--- src/cdd_pkg.sv ---
package cdd_pkg;
   localparam int CLK_KHZ = 200000;
   localparam int RST_WIDE_MS = 20;
   localparam int RST_NARROW_MS = 1;
   localparam int RST_WIDE_CYC = RST_WIDE_MS * CLK_KHZ;
   localparam int RST_NARROW_CYC = RST_NARROW_MS * CLK_KHZ;
   // One-shot times are carried in 10 ms units, the key entry resolution.
   localparam logic [13:0] SHOT_LONG_10MS = 14'h0032;
   localparam logic [13:0] SHOT_SHORT_10MS = 14'h0005;
   localparam logic [15:0] RATE_SLOW_HZ = 16'h001e;
   localparam logic [15:0] RATE_FAST_HZ = 16'h1388;
   localparam logic [15:0] RATE_TACHO_HZ = 16'h2710;
   // Register byte offsets.
   localparam logic [7:0] KEYCFG_OFS = 8'h00;
   localparam logic [7:0] KEYTIME_OFS = 8'h04;
   localparam logic [7:0] DIPCAP_OFS = 8'h08;
   localparam logic [7:0] STATUS_OFS = 8'h0c;
   localparam logic [7:0] PANEL_OFS = 8'h10;
   // Switch positions, pin 1 in bit 0.
   localparam int SW_ENABLE = 0;
   localparam int SW_SPEED = 1;
   localparam int SW_DIR = 2;
   localparam int SW_OMODE_LO = 3;
   localparam int SW_OMODE_HI = 4;
   localparam int SW_SHOT = 5;
   localparam int SW_RWIDTH = 6;
   localparam int SW_POL = 7;
   // Encodings.
   localparam logic [2:0] IN_UP = 3'h0;
   localparam logic [2:0] IN_DOWN = 3'h1;
   localparam logic [3:0] OM_N = 4'h0;
   localparam logic [3:0] OM_F = 4'h1;
   localparam logic [3:0] OM_C = 4'h2;
   localparam logic [3:0] OM_K1 = 4'h4;
   localparam logic [2:0] FN_ONE_STAGE = 3'h0;
   localparam logic [2:0] FN_TWO_STAGE = 3'h1;
   localparam logic [2:0] FN_TOTAL = 3'h2;
   localparam logic [2:0] FN_BATCH = 3'h3;
   localparam logic [2:0] FN_TACHO = 3'h5;
   localparam logic [2:0] ITEMS_RUN = 3'h2;
   localparam logic [2:0] ITEMS_FUNC = 3'h0;
   localparam logic [2:0] ITEMS_BASIC = 3'h6;
   localparam logic [2:0] ITEMS_ADV = 3'h5;
   localparam logic [2:0] PAGE_AUX = 3'h2;
   typedef enum logic [1:0] {
      CDD_RUN   = 2'b00,
      CDD_FUNC  = 2'b01,
      CDD_BASIC = 2'b10,
      CDD_ADV   = 2'b11
   } cdd_menu_t;
   typedef struct packed {
      logic       fast;
      logic [2:0] in_mode;
      logic [3:0] out_mode;
      logic [2:0] func;
      logic       rst_narrow;
      logic       pnp;
      logic [1:0] avg;
      logic [1:0] cmp;
   } cdd_cfg_t;
   localparam cdd_cfg_t KEYCFG_RST = '{fast: 1'b0, in_mode: IN_UP, out_mode: OM_N,
      func: FN_ONE_STAGE, rst_narrow: 1'b0, pnp: 1'b0, avg: 2'h0, cmp: 2'h0};
endpackage

--- src/cdd_config_decoder.sv ---
// Added by the designer: the register offsets and the APB register port.
`timescale 1ns/10ps
// Overview of operation
// - Pin 1 OFF ignores all switches; key-entered configuration stays in force.
// - Switches are sampled only once, at power-up release.
// - Speed switch selects 30 Hz when OFF, 5 kHz when ON.
// - Direction switch selects increment when OFF, decrement when ON.
// - Pins 4 and 5 select output modes N, F, C or K-1.
// - One-shot switch selects 0.5 s when OFF, 0.05 s when ON.
// - Reset width switch selects 20 ms when OFF, 1 ms when ON.
// - Polarity switch selects sinking inputs when OFF, sourcing when ON.
// - All switches OFF behaves as switches disabled, using key defaults.
// - Default function is one-stage, or two-stage on two-output variants.
// - Reset indicator lit while reset input one or reset key is on.
// - Total indicator lit exactly while total count is displayed.
// - Batch indicator lit exactly while batch count is displayed.
// - Tachometer speed 30 Hz or 10 kHz; averaging off, 2, 4 or 8.
// - Tachometer comparison is one of four limit modes.
// - Each mode key press steps items and then operating modes.
// - At 30 Hz the count inputs get chattering suppression.
module cdd_config_decoder
   import cdd_pkg::*;
#(
   parameter bit TWO_STAGE_MODEL = 1'b0,
   parameter int RST_WIDE_CYCLES = RST_WIDE_CYC,
   parameter int RST_NARROW_CYCLES = RST_NARROW_CYC
) (
   input  wire logic        pclk,
   input  wire logic        presetn,
   // Register bus; every access completes without wait states.
   input  wire logic [7:0]  paddr,
   input  wire logic        psel,
   input  wire logic        penable,
   input  wire logic        pwrite,
   input  wire logic [31:0] pwdata,
   output logic             pready,
   output logic [31:0]      prdata,
   output logic             pslverr,

   // Front panel: configuration switch, keys and the first reset input.
   input  wire logic [7:0]  dip_switch,
   input  wire logic        mode_key,
   input  wire logic        reset_key,
   input  wire logic        reset1_in,

   // Settings in force: the captured switches while pin 1 is on, the keys for fields no switch sets; otherwise the key values.
   output logic             dip_config_active,
   output logic             count_fast,
   output logic [15:0]      max_rate_hz,
   output logic             chatter_filter_en,
   output logic [2:0]       input_mode,
   output logic [3:0]       output_mode,
   output logic [13:0]      oneshot_time_10ms,
   output logic [31:0]      reset_width_cycles,
   output logic             pnp_input,
   output logic [2:0]       counter_function,
   output logic [1:0]       avg_mode,
   output logic [1:0]       compare_mode,

   // Panel lamps and the position in the key menu.
   output logic             reset_indicator,
   output logic             total_indicator,
   output logic             batch_indicator,
   output logic [1:0]       menu_mode,
   output logic [2:0]       menu_item
);

   // Register map, one aligned 32-bit word each:
   //   0x00 key configuration, read/write, bits 16:0 in the order of cdd_cfg_t.
   //   0x04 key one-shot time in 10 ms units, read/write, bits 13:0.
   //   0x08 captured switches, read only: bit 8 capture done, bits 7:0 the pins.
   //   0x0c status, read only: time 31:18, switch mode 17, effective settings 16:0.
   //   0x10 panel, read only: lamps 7:5, menu item 4:2, operating mode 1:0.
   // Writes to the read-only words are dropped quietly; any other offset answers
   // with an error and reads as zero.

   typedef struct packed {
      logic        captured;
      logic [7:0]  dip;
      cdd_cfg_t    key;
      logic [13:0] key_time;
      cdd_cfg_t    eff;
      logic [13:0] eff_time;
      logic        dip_on;
      logic        mode_key_d;
      cdd_menu_t   menu;
      logic [2:0]  item;
      logic        rst_ind;
      logic        tot_ind;
      logic        bat_ind;
      logic [31:0] rdata;
      logic        rerr;
   } cdd_state_t;

   localparam logic [2:0] FN_DEFAULT = TWO_STAGE_MODEL ? FN_TWO_STAGE : FN_ONE_STAGE;
   localparam cdd_cfg_t KEY_RST = '{
      fast:       KEYCFG_RST.fast,
      in_mode:    KEYCFG_RST.in_mode,
      out_mode:   KEYCFG_RST.out_mode,
      func:       FN_DEFAULT,
      rst_narrow: KEYCFG_RST.rst_narrow,
      pnp:        KEYCFG_RST.pnp,
      avg:        KEYCFG_RST.avg,
      cmp:        KEYCFG_RST.cmp
   };

   // Power-on state: nothing captured yet, so the key defaults drive every output.
   localparam cdd_state_t STATE_RST = '{
      captured:   1'b0,
      dip:        8'h00,
      key:        KEY_RST,
      key_time:   SHOT_LONG_10MS,
      eff:        KEY_RST,
      eff_time:   SHOT_LONG_10MS,
      dip_on:     1'b0,
      mode_key_d: 1'b0,
      menu:       CDD_RUN,
      item:       3'h0,
      rst_ind:    1'b0,
      tot_ind:    1'b0,
      bat_ind:    1'b0,
      rdata:      32'h00000000,
      rerr:       1'b0
   };

   cdd_state_t state;
   cdd_state_t next_state;
   cdd_cfg_t   dip_cfg;
   logic [2:0] last_item;
   logic       press;
   logic       setup;
   logic       wr;
   logic       aux_page;

   // After power-on release the first edge captures the switches, the second sets
   // the switch mode and the third brings the settings to the outputs. A key write
   // reaches the outputs one edge after its access cycle; while pin 1 is on, only
   // the fields that no switch sets get through, such as the function.
   always_comb begin
      next_state = state;
      dip_cfg = state.key;
      last_item = ITEMS_RUN;
      // A press counts once on its rising edge, however long the key is held.
      press = mode_key & ~state.mode_key_d;
      setup = psel & ~penable;
      wr = psel & penable & pwrite;
      aux_page = 1'b0;

      // Sampled once on the first edge after release; later movement is ignored.
      if (!state.captured) begin
         next_state.captured = 1'b1;
         next_state.dip = dip_switch;
      end

      // Switch decode; the function itself is only ever chosen with the keys.
      dip_cfg.fast = state.dip[SW_SPEED];
      dip_cfg.rst_narrow = state.dip[SW_RWIDTH];
      dip_cfg.pnp = state.dip[SW_POL];
      // The tachometer reuses the output-mode pins for comparison and the time
      // and width pins for averaging; its times and widths come from the keys.
      if (state.key.func == FN_TACHO) begin
         dip_cfg.cmp = state.dip[SW_OMODE_HI:SW_OMODE_LO];
         dip_cfg.avg = state.dip[SW_RWIDTH:SW_SHOT];
         dip_cfg.rst_narrow = state.key.rst_narrow;
      end else begin
         dip_cfg.in_mode = state.dip[SW_DIR] ? IN_DOWN : IN_UP;
         case (state.dip[SW_OMODE_HI:SW_OMODE_LO])
            2'b00: dip_cfg.out_mode = OM_N;
            2'b01: dip_cfg.out_mode = OM_F;
            2'b10: dip_cfg.out_mode = OM_C;
            default: dip_cfg.out_mode = OM_K1;
         endcase
      end

      // Pin 1 alone decides; with all switches off the key values stand.
      next_state.dip_on = state.captured & state.dip[SW_ENABLE];
      next_state.eff = state.dip_on ? dip_cfg : state.key;
      if (state.dip_on && state.key.func != FN_TACHO) begin
         next_state.eff_time = state.dip[SW_SHOT] ? SHOT_SHORT_10MS : SHOT_LONG_10MS;
      end else begin
         next_state.eff_time = state.key_time;
      end

      // Mode key: step through items, wrap into the next operating mode.
      next_state.mode_key_d = mode_key;
      case (state.menu)
         CDD_RUN: last_item = ITEMS_RUN;
         CDD_FUNC: last_item = ITEMS_FUNC;
         CDD_BASIC: last_item = ITEMS_BASIC;
         CDD_ADV: last_item = ITEMS_ADV;
         default: last_item = ITEMS_RUN;
      endcase
      if (press) begin
         if (state.item >= last_item) begin
            next_state.item = 3'h0;
            case (state.menu)
               CDD_RUN: next_state.menu = CDD_FUNC;
               CDD_FUNC: next_state.menu = CDD_BASIC;
               CDD_BASIC: next_state.menu = CDD_ADV;
               CDD_ADV: next_state.menu = CDD_RUN;
               default: next_state.menu = CDD_RUN;
            endcase
         end else begin
            next_state.item = state.item + 3'h1;
         end
      end

      // Total and batch indicators follow the next display page so they change with it.
      aux_page = (next_state.menu == CDD_RUN) && (next_state.item == PAGE_AUX);
      next_state.rst_ind = reset1_in | reset_key;
      next_state.tot_ind = aux_page && (state.eff.func == FN_TOTAL);
      next_state.bat_ind = aux_page && (state.eff.func == FN_BATCH);

      // Key writes are kept even while pin 1 is on; the fields that no switch sets take effect at once.
      if (wr) begin
         case (paddr)
            KEYCFG_OFS: begin
               // Field order matches cdd_cfg_t, so the word maps straight across.
               next_state.key = cdd_cfg_t'(pwdata[16:0]);
            end
            KEYTIME_OFS: begin
               next_state.key_time = pwdata[13:0];
            end
            // Read-only words take no write and raise no error.
            DIPCAP_OFS, STATUS_OFS, PANEL_OFS: next_state.key_time = state.key_time;
            default: next_state.key_time = state.key_time;
         endcase
      end

      // Read data is latched in the setup cycle and shown in the access cycle.
      if (setup) begin
         next_state.rerr = 1'b0;
         case (paddr)
            KEYCFG_OFS: next_state.rdata = {15'h0000, state.key};
            KEYTIME_OFS: next_state.rdata = {18'h00000, state.key_time};
            DIPCAP_OFS: next_state.rdata = {23'h000000,
                                            state.captured,
                                            state.dip};
            STATUS_OFS: begin
               next_state.rdata = {state.eff_time, state.dip_on, state.eff};
            end
            PANEL_OFS: next_state.rdata = {24'h000000,
                                           state.bat_ind,
                                           state.tot_ind,
                                           state.rst_ind,
                                           state.item,
                                           state.menu};
            default: begin
               next_state.rdata = 32'h00000000;
               next_state.rerr = 1'b1;
            end
         endcase
      end
   end

   always_ff @(posedge pclk or negedge presetn) begin
      if (!presetn) begin
         state <= STATE_RST;
      end else begin
         state <= next_state;
      end
   end

   assign pready = 1'b1;
   assign prdata = state.rdata;
   assign pslverr = state.rerr & psel & penable;

   assign dip_config_active = state.dip_on;
   assign count_fast = state.eff.fast;
   // The tachometer runs its fast range at a higher rate than the counter.
   always_comb begin
      if (!state.eff.fast) begin
         max_rate_hz = RATE_SLOW_HZ;
      end else if (state.eff.func == FN_TACHO) begin
         max_rate_hz = RATE_TACHO_HZ;
      end else begin
         max_rate_hz = RATE_FAST_HZ;
      end
   end
   // Contact bounce is only filtered at the slow rate; the fast rate needs clean pulses.
   assign chatter_filter_en = ~state.eff.fast;
   assign input_mode = state.eff.in_mode;
   assign output_mode = state.eff.out_mode;
   assign oneshot_time_10ms = state.eff_time;
   always_comb begin
      if (state.eff.rst_narrow) begin
         reset_width_cycles = RST_NARROW_CYCLES[31:0];
      end else begin
         reset_width_cycles = RST_WIDE_CYCLES[31:0];
      end
   end
   assign pnp_input = state.eff.pnp;
   assign counter_function = state.eff.func;
   assign avg_mode = state.eff.avg;
   assign compare_mode = state.eff.cmp;

   assign reset_indicator = state.rst_ind;
   assign total_indicator = state.tot_ind;
   assign batch_indicator = state.bat_ind;
   assign menu_mode = state.menu;
   assign menu_item = state.item;

endmodule // cdd_config_decoder

--- config.mk ---
export PLATFORM = sky130hd
export DESIGN_NAME = cdd_config_decoder
export DESIGN_NICKNAME = d
export VERILOG_FILES = /design/src/cdd_pkg.sv /design/src/cdd_config_decoder.sv
export SDC_FILE = /design/constraint.sdc
export NUM_CORES = 1
export LEC_CHECK = 0
export BUFFER_PORTS_ARGS = -buffer_cell sky130_fd_sc_hd__buf_2
export CAP_MARGIN = 20
export CORE_AREA = 2 2 102 202
export DETAILED_ROUTE_END_ITERATION = 12
export DIE_AREA = 0 0 104 204
export MAX_ROUTING_LAYER = met4
export SETUP_SLACK_MARGIN = 0.15
export SLEW_MARGIN = 10
export SYNTH_ARGS = -nofsm -noshare
export SYNTH_HDL_FRONTEND = slang
export SYNTH_SLANG_ARGS = --single-unit
--- constraint.sdc ---
create_clock -name pclk -period 2.5 [get_ports pclk]
set_input_delay 0.5 -clock pclk [delete_from_list [all_inputs] [get_ports pclk]]
set_output_delay 0.5 -clock pclk [all_outputs]
set_load 0.01 [all_outputs]
==> After elaboration in Yosys (flattened, before gate mapping) <==
Cells that the tools add are included.
{ "totals": {"regBits": 114, "in_bits": 56, "out_inout_bits": 122, "word_cells": 86} }
{ "classes": {"addsub": 1, "n_lt_le_gt_ge": 1, "eq_ne": 15, "mux": 18, "bitwise": 11, "n_reduce_logical": 11} }
{ "op_table": {"columns": ["cell", "n"], "rows": [
  ["$pmux W32 S5", 1],
  ["$mux W14", 3],
  ["$mux W22", 1],
  ["$mux W17", 1],
  ["$eq A8 B4 Y1 const B", 2],
  ["$pmux W3 S4", 1],
  ["$eq A3 B2 Y1 const B", 3],
  ["$pmux W3 S3", 1],
  ["$eq A8 B3 Y1 const B", 1],
  ["$eq A8 B5 Y1 const B", 1],
  ["$logic_not A8 Y1", 1],
  ["$pmux W2 S4", 1],
  ["$and A1 B1 Y1", 7],
  ["$mux W7", 1],
  ["$eq A2 B2 Y1 const B", 3],
  ["$eq A3 B3 Y1 const B", 2],
  ["$logic_not A2 Y1", 3],
  ["$mux W6", 1],
  ["$mux W5", 1],
  ["$reduce_or A5 Y1", 1],
  ["$eq A2 B1 Y1 const B", 2],
  ["$logic_and A1 B1 Y1", 4],
  ["$mux W4", 1],
  ["$reduce_and A2 Y1", 2],
  ["other kinds (8)", 12]
]} }

==> Logic depth before layout (Yosys ltp) <==
Gate-level depths: netlist of the first run.
{ "logic_depth": {"word_depth": 8, "depth_mapped": 9, "depth_no_buf": 9} }

==> Least setup slack after synthesis of the first run <==
OpenSTA, ideal clock, no wires.
{ "synth_timing": {"path_kind": "register -> register", "from": "register state, in the netlist menu_mode[1]", "to": "register state, in the netlist batch_indicator", "setup_time_ns": 0.131, "arrival_time_ns": 1.705, "required_time_ns": 2.369, "setup_slack_ns": 0.664, "path_stages_with_launch": 10, "n_path_buf": 0, "synth_period_minus_slack_ns": 1.836, "path_cell_list": "dfrtp_1 > inv_1 > ha_1 > nor2_1 > ha_1 > nand2_1 > o21ai_2 > mux2i_1 > nor3b_1 > nor3b_1"} }
{ "synth_lines": {"columns": ["item", "line_no", "source"], "rows": [
  ["start, declared", "cdd_config_decoder.sv:126", "cdd_state_t state;"],
  ["start signal, assigned", "cdd_config_decoder.sv:260", "state <= next_state;"]
]} }

==> results.txt, run 1 <==
Commonest non-fill, non-tap cell in the layout: buf_2
Final Skew: 0.00544 ns
Core Area: 19,700 um2
Initial Util: 29.4%
Filler cell count: 2,013
#FFs+latches synth: 114
CTS tree: yes
Vias in the first global route: 3,733
Starting DRC count in detailed routing: 160
Reg clk slew, reported paths: 0.05 ns
Pwr/cell area: 749 nW/um2
Sequential fraction of the synthesis area: 49.3%
Status: finished, final reports clean
Netlist cell types: 45
Min Tclk post-route: 2.06 ns
Logic pwr share: 14.8%
Dominant synthesized flop cell: dfrtp_1
Slew @ Worst Pin: 0.737 ns
DRC: 0
PortBufs: 130
Number of top-level pins: 178
Most frequent cells in the layout: buf_2 (129), dfrtp_1 (106), conb_1 (33), mux2_1 (30), nand2_1 (28)
Area of the die: 21,200 um2
Worst path required time: 2.78 ns
Async set-or-reset flop fraction in the synthesized netlist: 100%
Largest net degree at the start of global routing: 55
Post-DP HPWL: 11,100 um
Clk_lat worst skew: 0.41 ns
P_sw: 1.42 mW
Power share of the clock group: 42.9%
Pleak: 3.51 nW
Post-route ant nets: 0
Cell Rows: 73
Final design utilization: 33.6%
Share of layout cells above drive strength 1: 40.6%
Internal: 3.55 mW
RSZ-0062 raised after global routing: false
Post-CTS setup buffers: 0
First-pass GRT wire length: 22,000 um
Critical path peak fanout: 9
Overall power: 4.96 mW
Worst slew margin: 50.9%
CTS Buf Count: 17
Area growth from synthesis to layout: 14.2%
Slew Viols, Final: 0
HP Class: input port to async pin
Antenna violations before repair: 2
GPL Wtd Cong: 0.809
Max frequency: 485 MHz
Critical Path End Type: flip-flop
Sw frac: 28.5%
Hold Fails Final Rpt: 0
Via density: 4.38
Synth Cell Area: 5800 um2
Clock buffer depth: 2
Die W: 104 um
Vias: 3,617
CP Class: flip-flop to flip-flop
VDD IR-drop max: 395 uV
Worst EP arrival: 2.35 ns
CP max-delay cell: dfrtp_2
EDFF count, synth: 0
Gr ovfl total: 0
CP cell instances: inv_1 -> ha_1 -> nor2_1 -> ha_1 -> nand2_1 -> o21ai_2 -> mux2i_1 -> nor3b_1 -> nor3b_1
Fin crit share: 82.5%
Final net count: 613
YS warnings: 0
# setup viols final: 0
Die Y: 204 um
Max-cap violations: 0
GRT Overall Usage: 14.4%
Drt total wl: 14,500 um
Setup TNS: 0 ns
Slowest stage delay, CP: 0.47 ns
Type of origin of the critical path: flip-flop
Root Driver: clkbuf_16
Average size of a mapped cell: 11.9 um2
H-tree Lvls: 4
CTS sink count: 114
Drt wl/cell: 17.6 um
First drt pass iteration count: 4
Post-Synthesis Cells: 487
Flop pwr share: 42.3%
[worst paths after layout]
kind / slack (ns) / from / cells after the start / to
worst min-delay path: 0.05 / presetn / 1 / oneshot_time_10ms[2]
worst min register to register: 0.45 / dip_cfg[6] / 0 / counter_function[0]
worst max register to register: 0.44 / menu_mode[1] / 9 / batch_indicator
worst max-delay path: 0.44 / menu_mode[1] / 9 / batch_indicator
max in group asynchronous: 1.71 / presetn / 2 / output_mode[2]
min in group pclk: 0.22 / mode_key / 1 / state[41]
[per-layer routing]
layer	global-route usage, %	vias up	wire, um
li1	-	1685	-
met1	14.1	1789	5330
met2	26.9	128	8290
met3	3.64	15	643
met4	5.74	0	247
met5	-	-	0
[cell type report]
cell class | instances | area, um2 | share of cell area [%]
clock inverters | 11 | 65.1 | 0.982
well taps | 262 | 328 | 4.95
diodes | 2 | 5.00 | 0.0755
multi-input cells | 264 | 2100 | 31.7
flip-flops and latches | 114 | 2860 | 43.2
inverters | 8 | 30.0 | 0.453
repair buffers | 145 | 778 | 11.7
clock buffers | 20 | 457 | 6.89
[sequential cells by signal, indices dropped and copies added (netlist names)]
name and cells:
compare_mode 2, avg_mode 2, batch_indicator 1, menu_mode 2, counter_function 3, input_mode 3
dip_config_active 1, dip_cfg 5, total_indicator 1, pnp_input 1, prdata 32, menu_item 3
reset_indicator 1, count_fast 1, state 38, oneshot_time_10ms 14, output_mode 4
[power by group through the flow]
stage,Clock [mW],Combinational [mW],Sequential [mW]
floorplan,0,0.608,2.06
finish,2.13,0.733,2.10
CTS,2.19,0.746,2.10
global placement,0,0.732,2.13
global route,2.28,0.838,2.12
detailed placement,0,0.742,2.13
[cell usage after synthesis, types with 2 or more instances]
master    number  area share, %
nor2_1         8           0.52
a22o_1        15            2.3
clkbuf_1      13           0.84
o31ai_1        8            1.0
mux2_4        20            5.2
nand3_1        3           0.26
mux2_2        14            2.7
a22oi_1       24            3.1
o221ai_1       8            1.2
o211a_1        8            1.4
conb_1         2           0.13
buf_6          2           0.39
dfrtp_1      108             47
dfstp_2        6            2.7
and3_1         3           0.32
ha_1           7            1.5
buf_4        111             14
nor2b_1        5           0.54
buf_2          4           0.34
nor3b_1        2           0.26
nor3_1         3           0.26
nand2_1       28            1.8
a21oi_1        2           0.17
inv_1          7           0.45
o21ai_1        7           0.60
and2_1        14            1.5
buf_1          2           0.13
mux2_1        30            5.8
a21o_1         3           0.39
nand2b_1       4           0.43
nor2_4         2           0.39
[logic make-up (layout without fill, tap and decap cells)]
family	count (synthesis)	in the layout	synth area share, %
buffers and inverters	140	184	16.6
AOI/OAI and AO/OA	78	78	10.5
adders and majority gates	7	7	1.51
other	2	35	0.129
and+or+nand+nor	80	80	7.74
DFF	114	114	49.3
muxes	66	66	14.3
[worst max-delay path: cells and delay by family (launching register included)]
| family | cells | cell delay [ns] |
|---|---|---|
| compound gates | 1 | 0.24 |
| fa+ha+maj | 2 | 0.41 |
| buf+inv | 1 | 0.11 |
| flops | 1 | 0.47 |
| mux | 1 | 0.20 |
| simple gates | 4 | 0.48 |
[timing repair]
item	4_1_cts	5_1_grt
setup endpoints to repair	0	2
hold buffers	0	0
resized for setup	0	2
[per-stage QoR]
step	setup WS (ns)	hold WS (ns)	cells	cell area, um2
after CTS	0.371	0.0489	824	6620
final	0.438	0.0462	826	6630
after floorplan	0.664	0.204	518	5920
after detailed placement	0.404	0.421	793	6100
after global placement	0.439	0.437	793	6100
after global routing	0.205	0.0763	826	6630
(Power assumes the default switching activity.)
==> run 2, diff against run 1 <==
- clock period: 2.5 -> 1.75 ns (I/O delays scaled with it)
==> run 2 against run 1 <==
Effect of this change: the flow now finishes with violations (setup timing); critical path type unchanged; clock skew rose by 0.0056 ns; global-route usage rose by 0.83 points; worst hold slack improved by 0.019 ns; non-clock buffer count rose by 24; maximum frequency rose by 10%; largest power group unchanged.
==> results.txt, run 2 (synthesized netlist as in run 1, its figures left out) <==
Vias: 3,772
Hold-critical path depth: 1
Biggest register: state
Commonest non-fill, non-tap cell in the layout: buf_2
Number of top-level pins: 178
# setup viols final: 5
PortBufs: 130
Type of origin of the critical path: flip-flop
Violated checks: setup timing
Max FFs per register: 38
First-pass GRT wire length: 23,100 um
GRT Overall Usage: 15.2%
Final net count: 637
Reg clk slew, reported paths: 0.05 ns
Hold Fails Final Rpt: 0
Final Skew: 0.0110 ns
H-tree Lvls: 4
GPL Wtd Cong: 0.797
Worst slew margin: 65.0%
Final design utilization: 36.1%
First drt pass iteration count: 6
DRC: 0
Share of layout cells above drive strength 1: 45.8%
Gr ovfl total: 0
Worst EP arrival: 2.17 ns
R2R depth: 9
Post-route ant nets: 0
CP Class: flip-flop to flip-flop
Drt wl/cell: 17.7 um
Drt total wl: 15,100 um
Setup TNS: -0.397 ns
Pwr/cell area: 1170 nW/um2
Fin crit share: 107%
CTS Buf Count: 17
VDD IR-drop max: 526 uV
Cell Rows: 73
Clk_lat worst skew: 0.42 ns
HP Class: input port to flip-flop
Critical Path End Type: flip-flop
Initial Util: 29.4%
Clock buffer depth: 2
Max frequency: 535 MHz
Worst path required time: 2.05 ns
Via density: 4.43
CTS sink count: 114
Area growth from synthesis to layout: 22.6%
Slew @ Worst Pin: 0.524 ns
Antenna violations before repair: 2
Slew Viols, Final: 0
Critical path peak fanout: 5
Vias in the first global route: 3,959
RSZ-0062 raised after global routing: true
Most frequent cells in the layout: buf_2 (126), dfrtp_1 (106), conb_1 (33), mux2_1 (29), buf_4 (27)
Die W: 104 um
Post-DP HPWL: 11,400 um
Status: finished, violations left
Area of the die: 21,200 um2
Setup WS post-layout: -0.118 ns
Root Driver: clkbuf_16
Core Area: 19,700 um2
Largest net degree at the start of global routing: 48
Pleak: 3.71 nW
Starting DRC count in detailed routing: 161
CTS tree: yes
Die Y: 204 um
Max-cap violations: 0
Min Tclk post-route: 1.87 ns
Worst slack, placed: -0.148 ns
[run 2: layer usage]
layer	GRT usage, %	up-vias	share of wire [%]
li1	-	1734	-
met1	14.8	1864	35
met2	27.3	148	56
met3	3.41	26	5.0
met4	9.07	0	3.8
met5	-	-	0
[run 2: stage by stage]
step,hold WS (ns),area (um2),total power [mW],instances
after floorplan,0.0544,5990,4.02,518
after global placement,0.283,6350,4.49,807
after detailed placement,0.285,6350,4.51,807
after CTS,0.0520,7050,8.32,847
after global routing,0.0693,7120,8.74,851
final,0.0652,7120,8.36,851
[run 2: final timing paths]
kind / from / to / slack [ns]
worst max-delay path: menu_mode[0] / total_indicator / -0.12
worst min-delay path: mode_key / state[41] / 0.07
worst max register to register: menu_mode[0] / total_indicator / -0.12
worst min register to register: dip_cfg[6] / counter_function[0] / 0.43
max in group asynchronous: presetn / state[78] / 0.74
min in group asynchronous: presetn / state[74] / 0.38
[run 2: area by class of cell]
cell class                      count  area [um2]
Timing Repair Buffer              169        1070
Multi-Input combinational cell    264        2220
Fill cell                        1965       12600
Tap cell                          262         328
Antenna cell                        2        5.00
Sequential cell                   114        2860
Clock inverter                     10         134
Inverter                            8        30.0
Clock buffer                       22         464
[run 2: where the power goes]
group,switching (mW),total (mW),internal (mW)
Sequential,0.146,2.93,2.78
Combinational,0.984,1.91,0.927
Clock,1.22,3.52,2.30
Total,2.35,8.36,6.01
[run 2: critical path, stage by stage, from the launching register on]
cell,delay [ns]
dfrtp_1,0.43
inv_2,0.12
ha_4,0.14
nor2_4,0.04
ha_4,0.26
nand2_4,0.04
o21ai_4,0.18
mux2i_1,0.21
nor3b_4,0.23
nor3_1,0.08
[run 2: what timing repair did]
item / 4_1_cts / 5_1_grt
cloned: 0 / 0
pin swaps: 7 / 4
gates resized for setup: 10 / 11
hold buffers: 1 / 0
endpoints found under the setup margin: 14 / 15
setup buffers: 7 / 2
hold endpoints to repair: 17 / 0
